## config.mk

```make
export PLATFORM = sky130hd
export DESIGN_NAME = jesd_lane_ovr_config_regs_flat
export DESIGN_NICKNAME = d
export VERILOG_FILES = /design/src/common/overrange_config_pkg.sv /design/src/common/cfg_link_if.sv /design/src/hdl/jesd_lane_ovr_config_regs.sv /design/src/hdl/ovr_pulse_stretch.sv /design/src/flat_wrapper.sv
export SDC_FILE = /design/constraint.sdc
export NUM_CORES = 1
export LEC_CHECK = 0
export BUFFER_PORTS_ARGS = -buffer_cell sky130_fd_sc_hd__buf_2
export CAP_MARGIN = 25
export CELL_PAD_IN_SITES_DETAIL_PLACEMENT = 1
export CELL_PAD_IN_SITES_GLOBAL_PLACEMENT = 2
export CORE_UTILIZATION = 40
export DETAILED_ROUTE_END_ITERATION = 12
export HOLD_SLACK_MARGIN = 0.03
export PLACE_DENSITY_LB_ADDON = 0.1
export SLEW_MARGIN = 10
export SYNTH_ARGS = -nofsm -noshare
export SYNTH_HDL_FRONTEND = slang
export SYNTH_SLANG_ARGS = --single-unit
export TNS_END_PERCENT = 100
```

## constraint.sdc

```tcl
create_clock -name hclk -period 4.6 [get_ports hclk]
set_input_delay 0.46 -clock hclk [delete_from_list [all_inputs] [get_ports hclk]]
set_output_delay 0.46 -clock hclk [all_outputs]
set_load 0.005 [all_outputs]
```

## src/common/overrange_config_pkg.sv

```systemverilog
// Notes on behaviour
// lane bits 7:1 enable link B lanes 1-7
// extra lane bit turns on link-layer clock
// spare serializer off: only clocks enabled
// spare serializer on: serializers and clocks
// change lane register only while link disabled
// extra lanes follow mode and test pattern
// extra-only lane sends ramp for pattern 0/5
// powered-down link stays off despite extra lanes
// serializer n needs lanes 0..n-1 enabled
// sync word: 0 CRC-12, 2 FEC, others reserved
// sync word choice only in 64b/66b modes
// all sync header command fields are zero
// change sync word only while link disabled
// threshold zero, reset F2, sets flag 0
// threshold one, reset AB, sets flag 1
// pin enable gates pins, not link bits
// pin pulse lasts 8 times 2^N cycles
// flag when magnitude at or above threshold
package overrange_config_pkg;

  localparam int unsigned CFG_ADDR_W = 10;
  localparam int unsigned LINK_B_LANES = 8;
  localparam int unsigned SYNC_CMD_W = 8;
  localparam int unsigned HOLD_CNT_W = 11;

  // device register offsets and reset values
  localparam logic [9:0] LINK_B_EXTRA_OFS = 10'h20B;
  localparam logic [9:0] SYNC_WORD_OFS = 10'h20F;
  localparam logic [9:0] THR_ZERO_OFS = 10'h211;
  localparam logic [9:0] THR_ONE_OFS = 10'h212;
  localparam logic [9:0] OVERRANGE_CONFIG_OFS = 10'h213;
  localparam logic [7:0] LINK_B_EXTRA_RST = 8'h00;
  localparam logic [7:0] SYNC_WORD_RST = 8'h00;
  localparam logic [7:0] THR_ZERO_RST = 8'hF2;
  localparam logic [7:0] THR_ONE_RST = 8'hAB;
  localparam logic [7:0] OVERRANGE_CONFIG_RST = 8'h07;

  // field positions
  localparam int unsigned SPARE_SER_BIT = 0;
  localparam int unsigned SYNC_MODE_LSB = 0;
  localparam int unsigned OVR_PIN_EN_BIT = 3;
  localparam int unsigned OVR_HOLD_LSB = 0;

  localparam logic [1:0] SYNC_CRC12 = 2'h0;
  localparam logic [1:0] SYNC_FEC = 2'h2;
  localparam logic [3:0] PATTERN_OFF = 4'h0;
  localparam logic [3:0] PATTERN_RAMP = 4'h4;
  localparam logic [3:0] PATTERN_FIVE = 4'h5;

  // pin pulse base length in device clock cycles
  localparam int unsigned OVR_HOLD_BASE = 8;

  // controller registers on the AHB-Lite side
  localparam logic [7:0] CTRL_CMD_OFS = 8'h00;
  localparam logic [7:0] CTRL_WDATA_OFS = 8'h04;
  localparam logic [7:0] CTRL_GO_OFS = 8'h08;
  localparam logic [7:0] CTRL_RDATA_OFS = 8'h0C;
  localparam logic [7:0] IRQ_STATUS_OFS = 8'h10;
  localparam logic [7:0] IRQ_MASK_OFS = 8'h14;
  localparam int unsigned CMD_WRITE_BIT = 16;
  localparam int unsigned IRQ_W = 6;
  localparam int unsigned IRQ_DONE_BIT = 0;
  localparam int unsigned IRQ_PIN_LSB = 1;
  localparam int unsigned IRQ_REFUSED_BIT = 5;
  localparam logic [2:0] HSIZE_WORD = 3'h2;

endpackage

```

## src/common/cfg_link_if.sv

```systemverilog
interface cfg_link_if;
  import overrange_config_pkg::*;

  logic cfg_sel;
  logic cfg_write;
  logic [CFG_ADDR_W-1:0] cfg_addr;
  logic [7:0] cfg_wdata;
  logic [7:0] cfg_rdata;
  logic cfg_ready;
  logic overrange_pin_a_zero;
  logic overrange_pin_a_one;
  logic overrange_pin_b_zero;
  logic overrange_pin_b_one;

  modport device (
    input cfg_sel, cfg_write, cfg_addr, cfg_wdata,
    output cfg_rdata, cfg_ready,
    output overrange_pin_a_zero, overrange_pin_a_one,
    output overrange_pin_b_zero, overrange_pin_b_one
  );

  modport controller (
    output cfg_sel, cfg_write, cfg_addr, cfg_wdata,
    input cfg_rdata, cfg_ready,
    input overrange_pin_a_zero, overrange_pin_a_one,
    input overrange_pin_b_zero, overrange_pin_b_one
  );
endinterface

```

## src/hdl/jesd_lane_ovr_config_regs.sv

```systemverilog
module jesd_lane_ovr_config_regs
  import overrange_config_pkg::*;
#(
  parameter int unsigned CMD_W = SYNC_CMD_W,
  parameter int unsigned CNT_W = HOLD_CNT_W
) (
  input wire logic hclk,
  input wire logic hresetn,
  cfg_link_if.device link,
  input wire logic [7:0] link_mode_lanes_b,
  input wire logic link_mode_64b66b,
  input wire logic [3:0] test_pattern_select,
  input wire logic [1:0] channel_power_down,
  input wire logic [7:0] sample_a,
  input wire logic [7:0] sample_b,
  output logic [7:0] lane_clock_enable_b,
  output logic [7:0] serializer_enable_b,
  output logic [7:0][3:0] lane_pattern_b,
  output logic sync_word_crc,
  output logic sync_word_fec,
  output logic [CMD_W-1:0] sync_header_command,
  output logic [3:0] overrange_link_bits
);

  ////////////////////////////////////////////////////////////////////////
  // state

  typedef struct packed {
    logic [7:0] link_b_extra_lane_enable;
    logic [7:0] sync_word_mode;
    logic [7:0] overrange_threshold_zero;
    logic [7:0] overrange_threshold_one;
    logic [7:0] overrange_config;
    logic [7:0] cfg_rdata;
    logic cfg_ready;
    logic [7:0] lane_clock_en;
    logic [7:0] ser_en;
    logic [7:0][3:0] lane_pattern;
    logic sync_crc;
    logic sync_fec;
    logic [CMD_W-1:0] sync_cmd;
    logic [3:0] ovr_flags;
  } dev_state_s;

  localparam dev_state_s DEV_RESET = '{
    link_b_extra_lane_enable: LINK_B_EXTRA_RST,
    sync_word_mode: SYNC_WORD_RST,
    overrange_threshold_zero: THR_ZERO_RST,
    overrange_threshold_one: THR_ONE_RST,
    overrange_config: OVERRANGE_CONFIG_RST,
    default: '0
  };

  dev_state_s cur;
  dev_state_s next_state;

  ////////////////////////////////////////////////////////////////////////
  // helpers

  // magnitude of a two's complement sample, 9 bits so -128 gives 128
  function automatic logic [8:0] magnitude(input logic [7:0] s);
    logic [8:0] ext;
    ext = {s[7], s};
    magnitude = s[7] ? (9'h000 - ext) : ext;
  endfunction

  ////////////////////////////////////////////////////////////////////////
  // next state

  always_comb begin
    logic [7:0] extra_only;
    logic [7:0] clk_want;
    logic [7:0] ser_want;
    logic lower_ok;
    logic link_b_up;
    logic spare_ser;
    logic [1:0] sync_sel;
    logic [8:0] mag_a;
    logic [8:0] mag_b;
    logic [8:0] thr0;
    logic [8:0] thr1;

    extra_only = '0;
    clk_want = '0;
    ser_want = '0;
    lower_ok = 1'b1;
    link_b_up = 1'b0;
    spare_ser = 1'b0;
    sync_sel = 2'h0;
    mag_a = 9'h000;
    mag_b = 9'h000;
    thr0 = 9'h000;
    thr1 = 9'h000;
    next_state = cur;

    // register access over the configuration port
    next_state.cfg_ready = 1'b0;
    if (link.cfg_sel) begin
      next_state.cfg_ready = 1'b1;
      next_state.cfg_rdata = 8'h00;
      case (link.cfg_addr)
        LINK_B_EXTRA_OFS: begin
          next_state.cfg_rdata = cur.link_b_extra_lane_enable;
          if (link.cfg_write) begin
            next_state.link_b_extra_lane_enable = link.cfg_wdata;
          end
        end
        SYNC_WORD_OFS: begin
          next_state.cfg_rdata = cur.sync_word_mode;
          if (link.cfg_write) begin
            next_state.sync_word_mode = link.cfg_wdata;
          end
        end
        THR_ZERO_OFS: begin
          next_state.cfg_rdata = cur.overrange_threshold_zero;
          if (link.cfg_write) begin
            next_state.overrange_threshold_zero = link.cfg_wdata;
          end
        end
        THR_ONE_OFS: begin
          next_state.cfg_rdata = cur.overrange_threshold_one;
          if (link.cfg_write) begin
            next_state.overrange_threshold_one = link.cfg_wdata;
          end
        end
        OVERRANGE_CONFIG_OFS: begin
          next_state.cfg_rdata = cur.overrange_config;
          if (link.cfg_write) begin
            next_state.overrange_config = link.cfg_wdata;
          end
        end
        default: begin
          next_state.cfg_rdata = 8'h00;
        end
      endcase
    end

    // lane enables for link B; lane 0 comes from the mode only
    link_b_up = ~channel_power_down[1];
    spare_ser = cur.link_b_extra_lane_enable[SPARE_SER_BIT];
    for (int n = 0; n < LINK_B_LANES; n++) begin
      logic extra;
      extra = (n != 0) && cur.link_b_extra_lane_enable[n];
      extra_only[n] = extra & ~link_mode_lanes_b[n];
      // clocks follow any enable; extra-lane serializers only with the spare control
      clk_want[n] = link_b_up & (link_mode_lanes_b[n] | extra);
      ser_want[n] = link_b_up & (link_mode_lanes_b[n] | (extra & spare_ser));
    end

    // a serializer is enabled only if every lower lane is clocked
    for (int n = 0; n < LINK_B_LANES; n++) begin
      next_state.lane_clock_en[n] = clk_want[n];
      next_state.ser_en[n] = ser_want[n] & lower_ok;
      lower_ok = lower_ok & clk_want[n];
    end

    // per-lane pattern: mode and test pattern, ramp for extra-only lanes on pattern 0 or 5
    for (int n = 0; n < LINK_B_LANES; n++) begin
      next_state.lane_pattern[n] = test_pattern_select;
      if (extra_only[n] &&
          (test_pattern_select == PATTERN_OFF || test_pattern_select == PATTERN_FIVE)) begin
        next_state.lane_pattern[n] = PATTERN_RAMP;
      end
    end

    // sync word content; reserved codes select neither
    sync_sel = cur.sync_word_mode[SYNC_MODE_LSB +: 2];
    next_state.sync_crc = link_mode_64b66b & (sync_sel == SYNC_CRC12);
    next_state.sync_fec = link_mode_64b66b & (sync_sel == SYNC_FEC);
    // no command channel: headers always idle
    next_state.sync_cmd = '0;

    // over-range detection, inclusive compare
    mag_a = magnitude(sample_a);
    mag_b = magnitude(sample_b);
    thr0 = {1'b0, cur.overrange_threshold_zero};
    thr1 = {1'b0, cur.overrange_threshold_one};
    next_state.ovr_flags[0] = mag_a >= thr0;
    next_state.ovr_flags[1] = mag_a >= thr1;
    next_state.ovr_flags[2] = mag_b >= thr0;
    next_state.ovr_flags[3] = mag_b >= thr1;
  end

  ////////////////////////////////////////////////////////////////////////
  // registers

  always_ff @(posedge hclk or negedge hresetn) begin
    if (!hresetn) begin
      cur <= DEV_RESET;
    end else begin
      cur <= next_state;
    end
  end

  ////////////////////////////////////////////////////////////////////////
  // over-range pins, stretched; link bits bypass the pin enable

  logic [3:0] pins;

  for (genvar i = 0; i < 4; i++) begin : g_pin
    ovr_pulse_stretch #(
      .CNT_W(CNT_W)
    ) u_stretch (
      .hclk(hclk),
      .hresetn(hresetn),
      .trigger(cur.ovr_flags[i]),
      .pin_enable(cur.overrange_config[OVR_PIN_EN_BIT]),
      .hold_exponent(cur.overrange_config[OVR_HOLD_LSB +: 3]),
      .pin(pins[i])
    );
  end

  assign link.overrange_pin_a_zero = pins[0];
  assign link.overrange_pin_a_one = pins[1];
  assign link.overrange_pin_b_zero = pins[2];
  assign link.overrange_pin_b_one = pins[3];

  ////////////////////////////////////////////////////////////////////////
  // outputs

  assign link.cfg_rdata = cur.cfg_rdata;
  assign link.cfg_ready = cur.cfg_ready;
  assign lane_clock_enable_b = cur.lane_clock_en;
  assign serializer_enable_b = cur.ser_en;
  assign lane_pattern_b = cur.lane_pattern;
  assign sync_word_crc = cur.sync_crc;
  assign sync_word_fec = cur.sync_fec;
  assign sync_header_command = cur.sync_cmd;
  // link bits stay live even with the pins disabled
  assign overrange_link_bits = cur.ovr_flags;

endmodule

```

## src/hdl/ovr_pulse_stretch.sv

```systemverilog
module ovr_pulse_stretch
  import overrange_config_pkg::*;
#(
  parameter int unsigned CNT_W = HOLD_CNT_W
) (
  input wire logic hclk,
  input wire logic hresetn,
  input wire logic trigger,
  input wire logic pin_enable,
  input wire logic [2:0] hold_exponent,
  output logic pin
);

  typedef struct packed {
    logic [CNT_W-1:0] count;
    logic pin;
  } stretch_s;

  stretch_s cur;
  stretch_s nxt;

  always_comb begin
    logic [CNT_W-1:0] hold;
    hold = CNT_W'(OVR_HOLD_BASE) << hold_exponent;
    nxt = cur;
    // a new trigger restarts the window, so bursts merge
    if (trigger) begin
      nxt.count = hold - CNT_W'(1);
    end else if (cur.count != '0) begin
      nxt.count = cur.count - CNT_W'(1);
    end
    nxt.pin = pin_enable & (trigger | (cur.count != '0));
  end

  always_ff @(posedge hclk or negedge hresetn) begin
    if (!hresetn) begin
      cur <= '0;
    end else begin
      cur <= nxt;
    end
  end

  assign pin = cur.pin;

endmodule

```

## src/flat_wrapper.sv

```systemverilog
// flat-port wrapper written by rule: the top's interface ports become plain ports
module jesd_lane_ovr_config_regs_flat import overrange_config_pkg::*;
#(
  parameter int unsigned CMD_W = SYNC_CMD_W,
  parameter int unsigned CNT_W = HOLD_CNT_W
)
  (hclk, hresetn, link_mode_lanes_b, link_mode_64b66b, test_pattern_select, channel_power_down, sample_a, sample_b, lane_clock_enable_b, serializer_enable_b, lane_pattern_b, sync_word_crc, sync_word_fec, sync_header_command, overrange_link_bits, link_cfg_sel, link_cfg_write, link_cfg_addr, link_cfg_wdata, link_cfg_rdata, link_cfg_ready, link_overrange_pin_a_zero, link_overrange_pin_a_one, link_overrange_pin_b_zero, link_overrange_pin_b_one);
  cfg_link_if link_i ();
  input wire logic hclk;
  input wire logic hresetn;
  input wire logic [7:0] link_mode_lanes_b;
  input wire logic link_mode_64b66b;
  input wire logic [3:0] test_pattern_select;
  input wire logic [1:0] channel_power_down;
  input wire logic [7:0] sample_a;
  input wire logic [7:0] sample_b;
  output logic [7:0] lane_clock_enable_b;
  output logic [7:0] serializer_enable_b;
  output logic [7:0][3:0] lane_pattern_b;
  output logic sync_word_crc;
  output logic sync_word_fec;
  output logic [CMD_W-1:0] sync_header_command;
  output logic [3:0] overrange_link_bits;
  input wire logic [$bits(link_i.cfg_sel)-1:0] link_cfg_sel;
  input wire logic [$bits(link_i.cfg_write)-1:0] link_cfg_write;
  input wire logic [$bits(link_i.cfg_addr)-1:0] link_cfg_addr;
  input wire logic [$bits(link_i.cfg_wdata)-1:0] link_cfg_wdata;
  output wire logic [$bits(link_i.cfg_rdata)-1:0] link_cfg_rdata;
  output wire logic [$bits(link_i.cfg_ready)-1:0] link_cfg_ready;
  output wire logic [$bits(link_i.overrange_pin_a_zero)-1:0] link_overrange_pin_a_zero;
  output wire logic [$bits(link_i.overrange_pin_a_one)-1:0] link_overrange_pin_a_one;
  output wire logic [$bits(link_i.overrange_pin_b_zero)-1:0] link_overrange_pin_b_zero;
  output wire logic [$bits(link_i.overrange_pin_b_one)-1:0] link_overrange_pin_b_one;
  assign link_i.cfg_sel = link_cfg_sel;
  assign link_i.cfg_write = link_cfg_write;
  assign link_i.cfg_addr = link_cfg_addr;
  assign link_i.cfg_wdata = link_cfg_wdata;
  assign link_cfg_rdata = link_i.cfg_rdata;
  assign link_cfg_ready = link_i.cfg_ready;
  assign link_overrange_pin_a_zero = link_i.overrange_pin_a_zero;
  assign link_overrange_pin_a_one = link_i.overrange_pin_a_one;
  assign link_overrange_pin_b_zero = link_i.overrange_pin_b_zero;
  assign link_overrange_pin_b_one = link_i.overrange_pin_b_one;
  jesd_lane_ovr_config_regs #(.CMD_W(CMD_W), .CNT_W(CNT_W)) u_core (.hclk(hclk), .hresetn(hresetn), .link(link_i), .link_mode_lanes_b(link_mode_lanes_b), .link_mode_64b66b(link_mode_64b66b), .test_pattern_select(test_pattern_select), .channel_power_down(channel_power_down), .sample_a(sample_a), .sample_b(sample_b), .lane_clock_enable_b(lane_clock_enable_b), .serializer_enable_b(serializer_enable_b), .lane_pattern_b(lane_pattern_b), .sync_word_crc(sync_word_crc), .sync_word_fec(sync_word_fec), .sync_header_command(sync_header_command), .overrange_link_bits(overrange_link_bits));
endmodule
```

; ---- After elaboration in Yosys (flattened, before gate mapping)
; Index checks and enable logic that the tools add are counted.
[totals]
output_inout_bits = 75
input_bits = 53
ff_bits = 151
[classes]
add_sub_neg = 7
n_shift = 1
reduce_logical = 23
bitwise_logic = 74
n_lt_le_gt_ge = 4
n_mux = 19
n_eq_ne = 7
[ops]
columns = cell, count
row1 = $mux W11, 8
row2 = $sub A11 B1 Y11 const B, 5
row3 = $eq A10 B10 Y1 const B, 5
row4 = $and A1 B1 Y1, 48
row5 = $reduce_bool A11 Y1, 4
row6 = $pmux W8 S5, 1
row7 = $ge A9 B8 Y1, 4
row8 = $mux W4, 7
row9 = $mux W9, 2
row10 = $or A1 B1 Y1, 18
row11 = $sub A1 B8 Y9 const A, 2
row12 = $reduce_and A3 Y1, 5
row13 = $shl A4 B3 Y11 const A, 1
row14 = $not A1 Y1, 8
row15 = $reduce_bool A2 Y1, 4
row16 = $logic_and A1 B1 Y1, 7
row17 = $eq A4 B3 Y1 const B, 1
row18 = $logic_not A4 Y1, 1
row19 = $eq A2 B2 Y1 const B, 1
row20 = $logic_not A2 Y1, 1
row21 = $logic_or A1 B1 Y1, 1
row22 = $mux W1, 1

; ---- Logic depth before layout (Yosys ltp)
[depth]
word_depth = 9
depth_mapped = 9
mapped_depth_nobuf = 9

; ---- Cells and area by module
; Synthesis repeated with hierarchy kept, for this count alone.
[hier_totals]
cells_unflattened = 799
hier_area_um2 = 8563.2
[modules_own_cells]
columns = module, cells_per_inst, seq_area_each_um2, n_inst, area_per_inst_um2
row1 = jesd_lane_ovr_config_regs, 483, 2568.7, 1, 5425.2
row2 = ovr_pulse_stretch, 79, 300.3, 4, 784.5

; ---- Worst setup path before layout
; OpenSTA, ideal clock, no wires.
[synth_path]
path_type = input port to flip-flop
start = input sample_a[0]
end = register u_core.cur (netlist bit u_core.overrange_link_bits[0])
setup_ps = 128
t_arrival_ps = 1824
setup_slack_ps = 2649
cell_stages = 9
n_path_buf = 0
t_required_ps = 4472
path_cell_list = inv_1 -> ha_1 -> nand2b_1 -> o41ai_1 -> xnor2_1 -> ha_1 -> a21o_1 -> a21oi_1 -> o21ai_0
[synth_lines]
columns = element, line_no
row1 = from (decl), flat_wrapper.sv:15  ; input wire logic [7:0] sample_a;
row2 = to (signal assigned), jesd_lane_ovr_config_regs.sv:191  ; cur <= next_state;
row3 = to (decl), jesd_lane_ovr_config_regs.sv:54  ; dev_state_s cur;

; ---- Final worst setup path
[layout_path]
start = register u_core.g_pin[1].u_stretch.cur[1] (netlist bit)
end = register u_core.g_pin[1].u_stretch.cur[1] (netlist bit)
[layout_via]
elab_chain_cells = 3
elab_cells_between_ends = 5
classes_between = 1 x add/sub / 2 x mux / 2 x reduce/logical
[layout_rtl]
columns = element, line_no
row1 = from (decl), ovr_pulse_stretch.sv:19  ; stretch_s cur;
row2 = from (signal assigned), ovr_pulse_stretch.sv:39  ; cur <= nxt;
row3 = $sub A11 B1 Y11, ovr_pulse_stretch.sv:30  ; nxt.count = cur.count - CNT_W'(1);
row4 = $mux W11, ovr_pulse_stretch.sv:29  ; end else if (cur.count != '0) begin
row5 = $mux W11, ovr_pulse_stretch.sv:27  ; if (trigger) begin
; Parallel ways exist; a longest one is shown, timed or not. The select of a mux whose other input is x is not followed.
; A chain may end at the register's enable or synchronous reset.

==> metrics.md <==
| Metric | Value |
|---|---|
| Primary FF master, synth | `dfrtp_1` |
| Final Hold Violating Endpoints | `0` |
| Leakage power | `4.203 nW` |
| Compound-Gate Fraction of Synth Area | `between 10% and 20%` |
| Max-Cap Viols | `0` |
| Stages on the worst setup path | `7` |
| Routed len/inst | `approximately 18 um` |
| Post-synth cell types | `between 60 and 70` |
| Max Freq | `about 450 MHz` |
| Worst r2r path cells | `7` |
| EDFF count, synth | `0` |
| Largest net degree at the start of global routing | `93` |
| Post-Syn Instances | `between 700 and 800` |
| Worst Max-Slew Pin Slew | `a little over 900 ps` |
| Antenna diodes | `0` |
| DIE HEIGHT | `between 100 and 150 um` |
| Initial drt markers | `95` |
| RePlAce Congestion | `0.7956` |
| Share of layout cells above drive strength 1 | `a little over a quarter` |
| Internal power | `0.002249 W` |
| Worst flop-to-flop path startpoint | `u_core.g_pin[1].u_stretch.cur[1]` |
| Syn Std Cell Area | `~8000 um^2` |
| PortBufs | `about 120` |
| Post-CTS Setup Bufs | `0` |
| Post-synth top area share | `42.81%` |
| H-tree Lvls | `4` |
| Clk pin slew, worst setup/hold paths | `~70 ps` |
| CP Cell Sequence | `inv_1, ha_1, nand2b_1, nor4bb_1, buf_4, xnor2_1, nand2_1` |
| Via count | `around 5,500` |
| Seq/Total Area, Yosys | `between 40% and 50%` |
| Root buffer cell | `clkbuf_16` |
| First-pass GRT wire length | `31,830 um` |
| Drt via density | `between 5 and 6` |
| Largest family of logic cells by synthesized area | `simple AND/OR/NAND/NOR gates` |
| Crit path launch type | `register` |
| Yosys Warn Count | `0` |
| CP startpoint | `u_core.g_pin[1].u_stretch.cur[1]` |
| Post-synthesis adder-cell area fraction | `just under 6%` |
| CP Capture Type | `register` |
| Grt ovf | `0` |
| Top Family by Delay on Critical Path | `simple AND/OR/NAND/NOR gates` |
| Die X | `~140 um` |
| Yosys top cell by area | `dfrtp_1` |
| Setup violations, final | `0` |
| Async set-reset flop share out of synthesis | `100.0%` |
| Synth Area in Simple Gates | `between 10% and 20%` |
| Starting Density | `41.01%` |
| Worst-path maximum fanout | `7` |
| Skew-Pair Late Insertion Delay | `430 ps` |
| Sequential Power Share | `between 40% and 50%` |
| Xor/xnor share of the synthesized area | `under 10%` |
| Combinational share of power | `9.7%` |
| CP Data Required Time | `about 4900 ps` |
| CTS resizes | `0` |
| Min Tclk post-route | `2203 ps` |
| Sw frac | `between 20% and 30%` |
| Worst setup path endpoint | `u_core.g_pin[1].u_stretch.cur[1]` |
| Slew headroom | `between 30% and 40%` |
| Largest stage delay, worst path | `slightly above 800 ps` |
| Clk buf depth | `2` |
| Total Routing Usage GR | `between 20% and 30%` |
| Critical-path top delay cell | `nor4bb_1` |
| RSZ-0062 raised after global routing | `false` |
| TNS Setup | `0 ps` |
| # DRC | `0` |
| Core ar. | `just under 20,000 um^2` |
| Synthesized area per cell | `between 10 and 15 um^2` |
| Status | `complete, no violations` |
| Post-CTS Hold Buffers | `0` |
| Vias in the first global route | `approximately 6,000` |
| CTS tree | `done` |
| #FFs+latches synth | `150` |
| R2R Setup Slk | `approximately 2400 ps` |
| Tot Pwr | `0.003060 W` |
| Max IR drop VDD | `between 0.0002 and 0.00025 V` |
| Area Overhead vs Synth | `11.19%` |
| Routed WL | `just under 20,000 um` |
| Arrival @ worst endpoint | `approximately 2500 ps` |
| FF-to-FF End | `u_core.g_pin[1].u_stretch.cur[1]` |
| Antenna Nets Post-Route | `0` |
| Hold crit path type | `in -> async` |
| Clock skew | `12.50 ps` |
| DP Wirelength | `~14,000 um` |
| Core Rows | `a little over 50` |
| Pwr/cell area | `between 300 and 400 nW/um^2` |
| Worst path bufs/invs | `2` |
| Die ar. | `20,590 um^2` |
| Synth area leaders | `dfrtp_1 (43%), buf_4 (6.5%), ha_1 (5.9%)` |
| NetSw | `0.0008109 W` |
| Mux share of post-synthesis cell area | `roughly 8.1%` |
| Setup CP Type | `reg -> reg` |
| I/O pins | `128` |
| Clock power frac | `between 40% and 50%` |
| Total iterations of the first detailed-routing run | `4` |
| Clk sinks | `150` |
| Num CTS Buffers | `17` |
| Fin. max-slew vios | `0` |
| Initial antenna violation count | `0` |
| Fin crit share | `47.89%` |
| Final-stage net count | `886` |
| Final hold slack | `around 110 ps` |
[worst min-delay path by stage]
stage	startpoint	end	cells after the start
final	hresetn	u_core.lane_pattern_b[25]	1
after global routing	hresetn	u_core.lane_pattern_b[17]	1
after CTS	hresetn	u_core.lane_pattern_b[17]	1
after detailed placement	u_core.cur[96]	u_core.sync_word_crc	1
after global placement	u_core.cur[96]	u_core.sync_word_crc	1
after floorplan	hresetn	u_core.cur[100]	0
[placed cells by master (no fill, tap or decap), types with 11 or more instances in the layout]
| master | n |
|---|---|
| buf_2 | 117 |
| o21ai_0 | 31 |
| a31oi_1 | 14 |
| nor3_1 | 13 |
| nand3_1 | 12 |
| o31ai_1 | 20 |
| nor2b_1 | 13 |
| or3_1 | 13 |
| nor2_1 | 37 |
| clkbuf_16 | 17 |
| a21oi_1 | 17 |
| dfrtp_1 | 137 |
| mux2_2 | 32 |
| inv_1 | 38 |
| xnor2_1 | 22 |
| ha_1 | 38 |
| dfstp_2 | 13 |
| nand2_1 | 39 |
| xor2_1 | 11 |
| nand2b_1 | 15 |
| mux2i_1 | 17 |
[Yosys cell counts (14+ instances only)]
| cell | n |
|---|---|
| a21oi_1 | 17 |
| xnor2_1 | 22 |
| a31oi_1 | 14 |
| nand2b_1 | 15 |
| nand2_1 | 39 |
| clkbuf_1 | 25 |
| o21ai_0 | 31 |
| mux2i_1 | 17 |
| nor2_1 | 37 |
| dfrtp_1 | 137 |
| mux2_2 | 32 |
| buf_4 | 69 |
| ha_1 | 38 |
| inv_1 | 38 |
| o31ai_1 | 20 |
[sequential cells by signal, indices dropped and copies added (netlist names)]
| register | cells |
|---|---|
| u_core.sync_word_fec | 1 |
| u_core.lane_pattern_b | 32 |
| u_core.serializer_enable_b | 7 |
| u_core.cur | 40 |
| u_core.link.cfg_rdata | 8 |
| u_core.sync_word_crc | 1 |
| u_core.lane_clock_enable_b | 8 |
| u_core.g_pin.u_stretch.cur | 44 |
| u_core.g_pin.u_stretch.pin | 4 |
| u_core.overrange_link_bits | 4 |
| u_core.link.cfg_ready | 1 |
[worst register-to-register path: stages (launching register included)]
cell and delay [ps]:
dfrtp_1 380, inv_1 100, ha_1 170, nand2b_1 170
nor4bb_1 830, buf_4 260, xnor2_1 110, nand2_1 60
[power by group through the flow]
stage                     clock network, W  logic, W  registers [W]
after floorplan                          0  0.000223        0.00142
after global placement                   0  0.000284        0.00145
after detailed placement                 0  0.000303        0.00145
after CTS                          0.00139  0.000305        0.00142
after global routing               0.00144  0.000340        0.00143
final                              0.00134  0.000297        0.00142
[metrics by stage]
stage                     area (um^2)  worst slack, ps  cells  util (%)
after global placement           8323             2172   1039     42.62
after global routing             8904             2205   1073     45.60
after CTS                        8891             2181   1071     45.53
after detailed placement         8323             2165   1039     42.62
final                            8904             2397   1073     45.60
after floorplan                  8034             2649    755         -
[layout make-up]
| cell class | count | area [um^2] |
|---|---|---|
| Multi-Input combinational cell | 464 | 3452 |
| Timing Repair Buffer | 124 | 639.4 |
| Sequential cell | 150 | 3770 |
| Clock buffer | 18 | 429.2 |
| Fill cell | 2195 | 10620 |
| Tap cell | 265 | 331.6 |
| Clock inverter | 14 | 138.9 |
| Inverter | 38 | 142.6 |
[routing by layer]
layer  GRT usage, %  wire length (um)
met4          6.047               232
met1          25.74              8578
met2          35.62              9896
met3          3.665               586
met5              0                 0
[logic make-up (layout without fill, tap and decap cells)]
family | Yosys count | in the layout
AND/OR/NAND/NOR | 200 | 200
adder cells (fa/ha/maj) | 38 | 38
buffers and inverters | 141 | 194
flip-flops | 150 | 150
multiplexers | 57 | 57
other | 1 | 8
XOR/XNOR | 33 | 33
AO/OA/AOI/OAI | 128 | 128
Power figures use the tool's default switching activity.
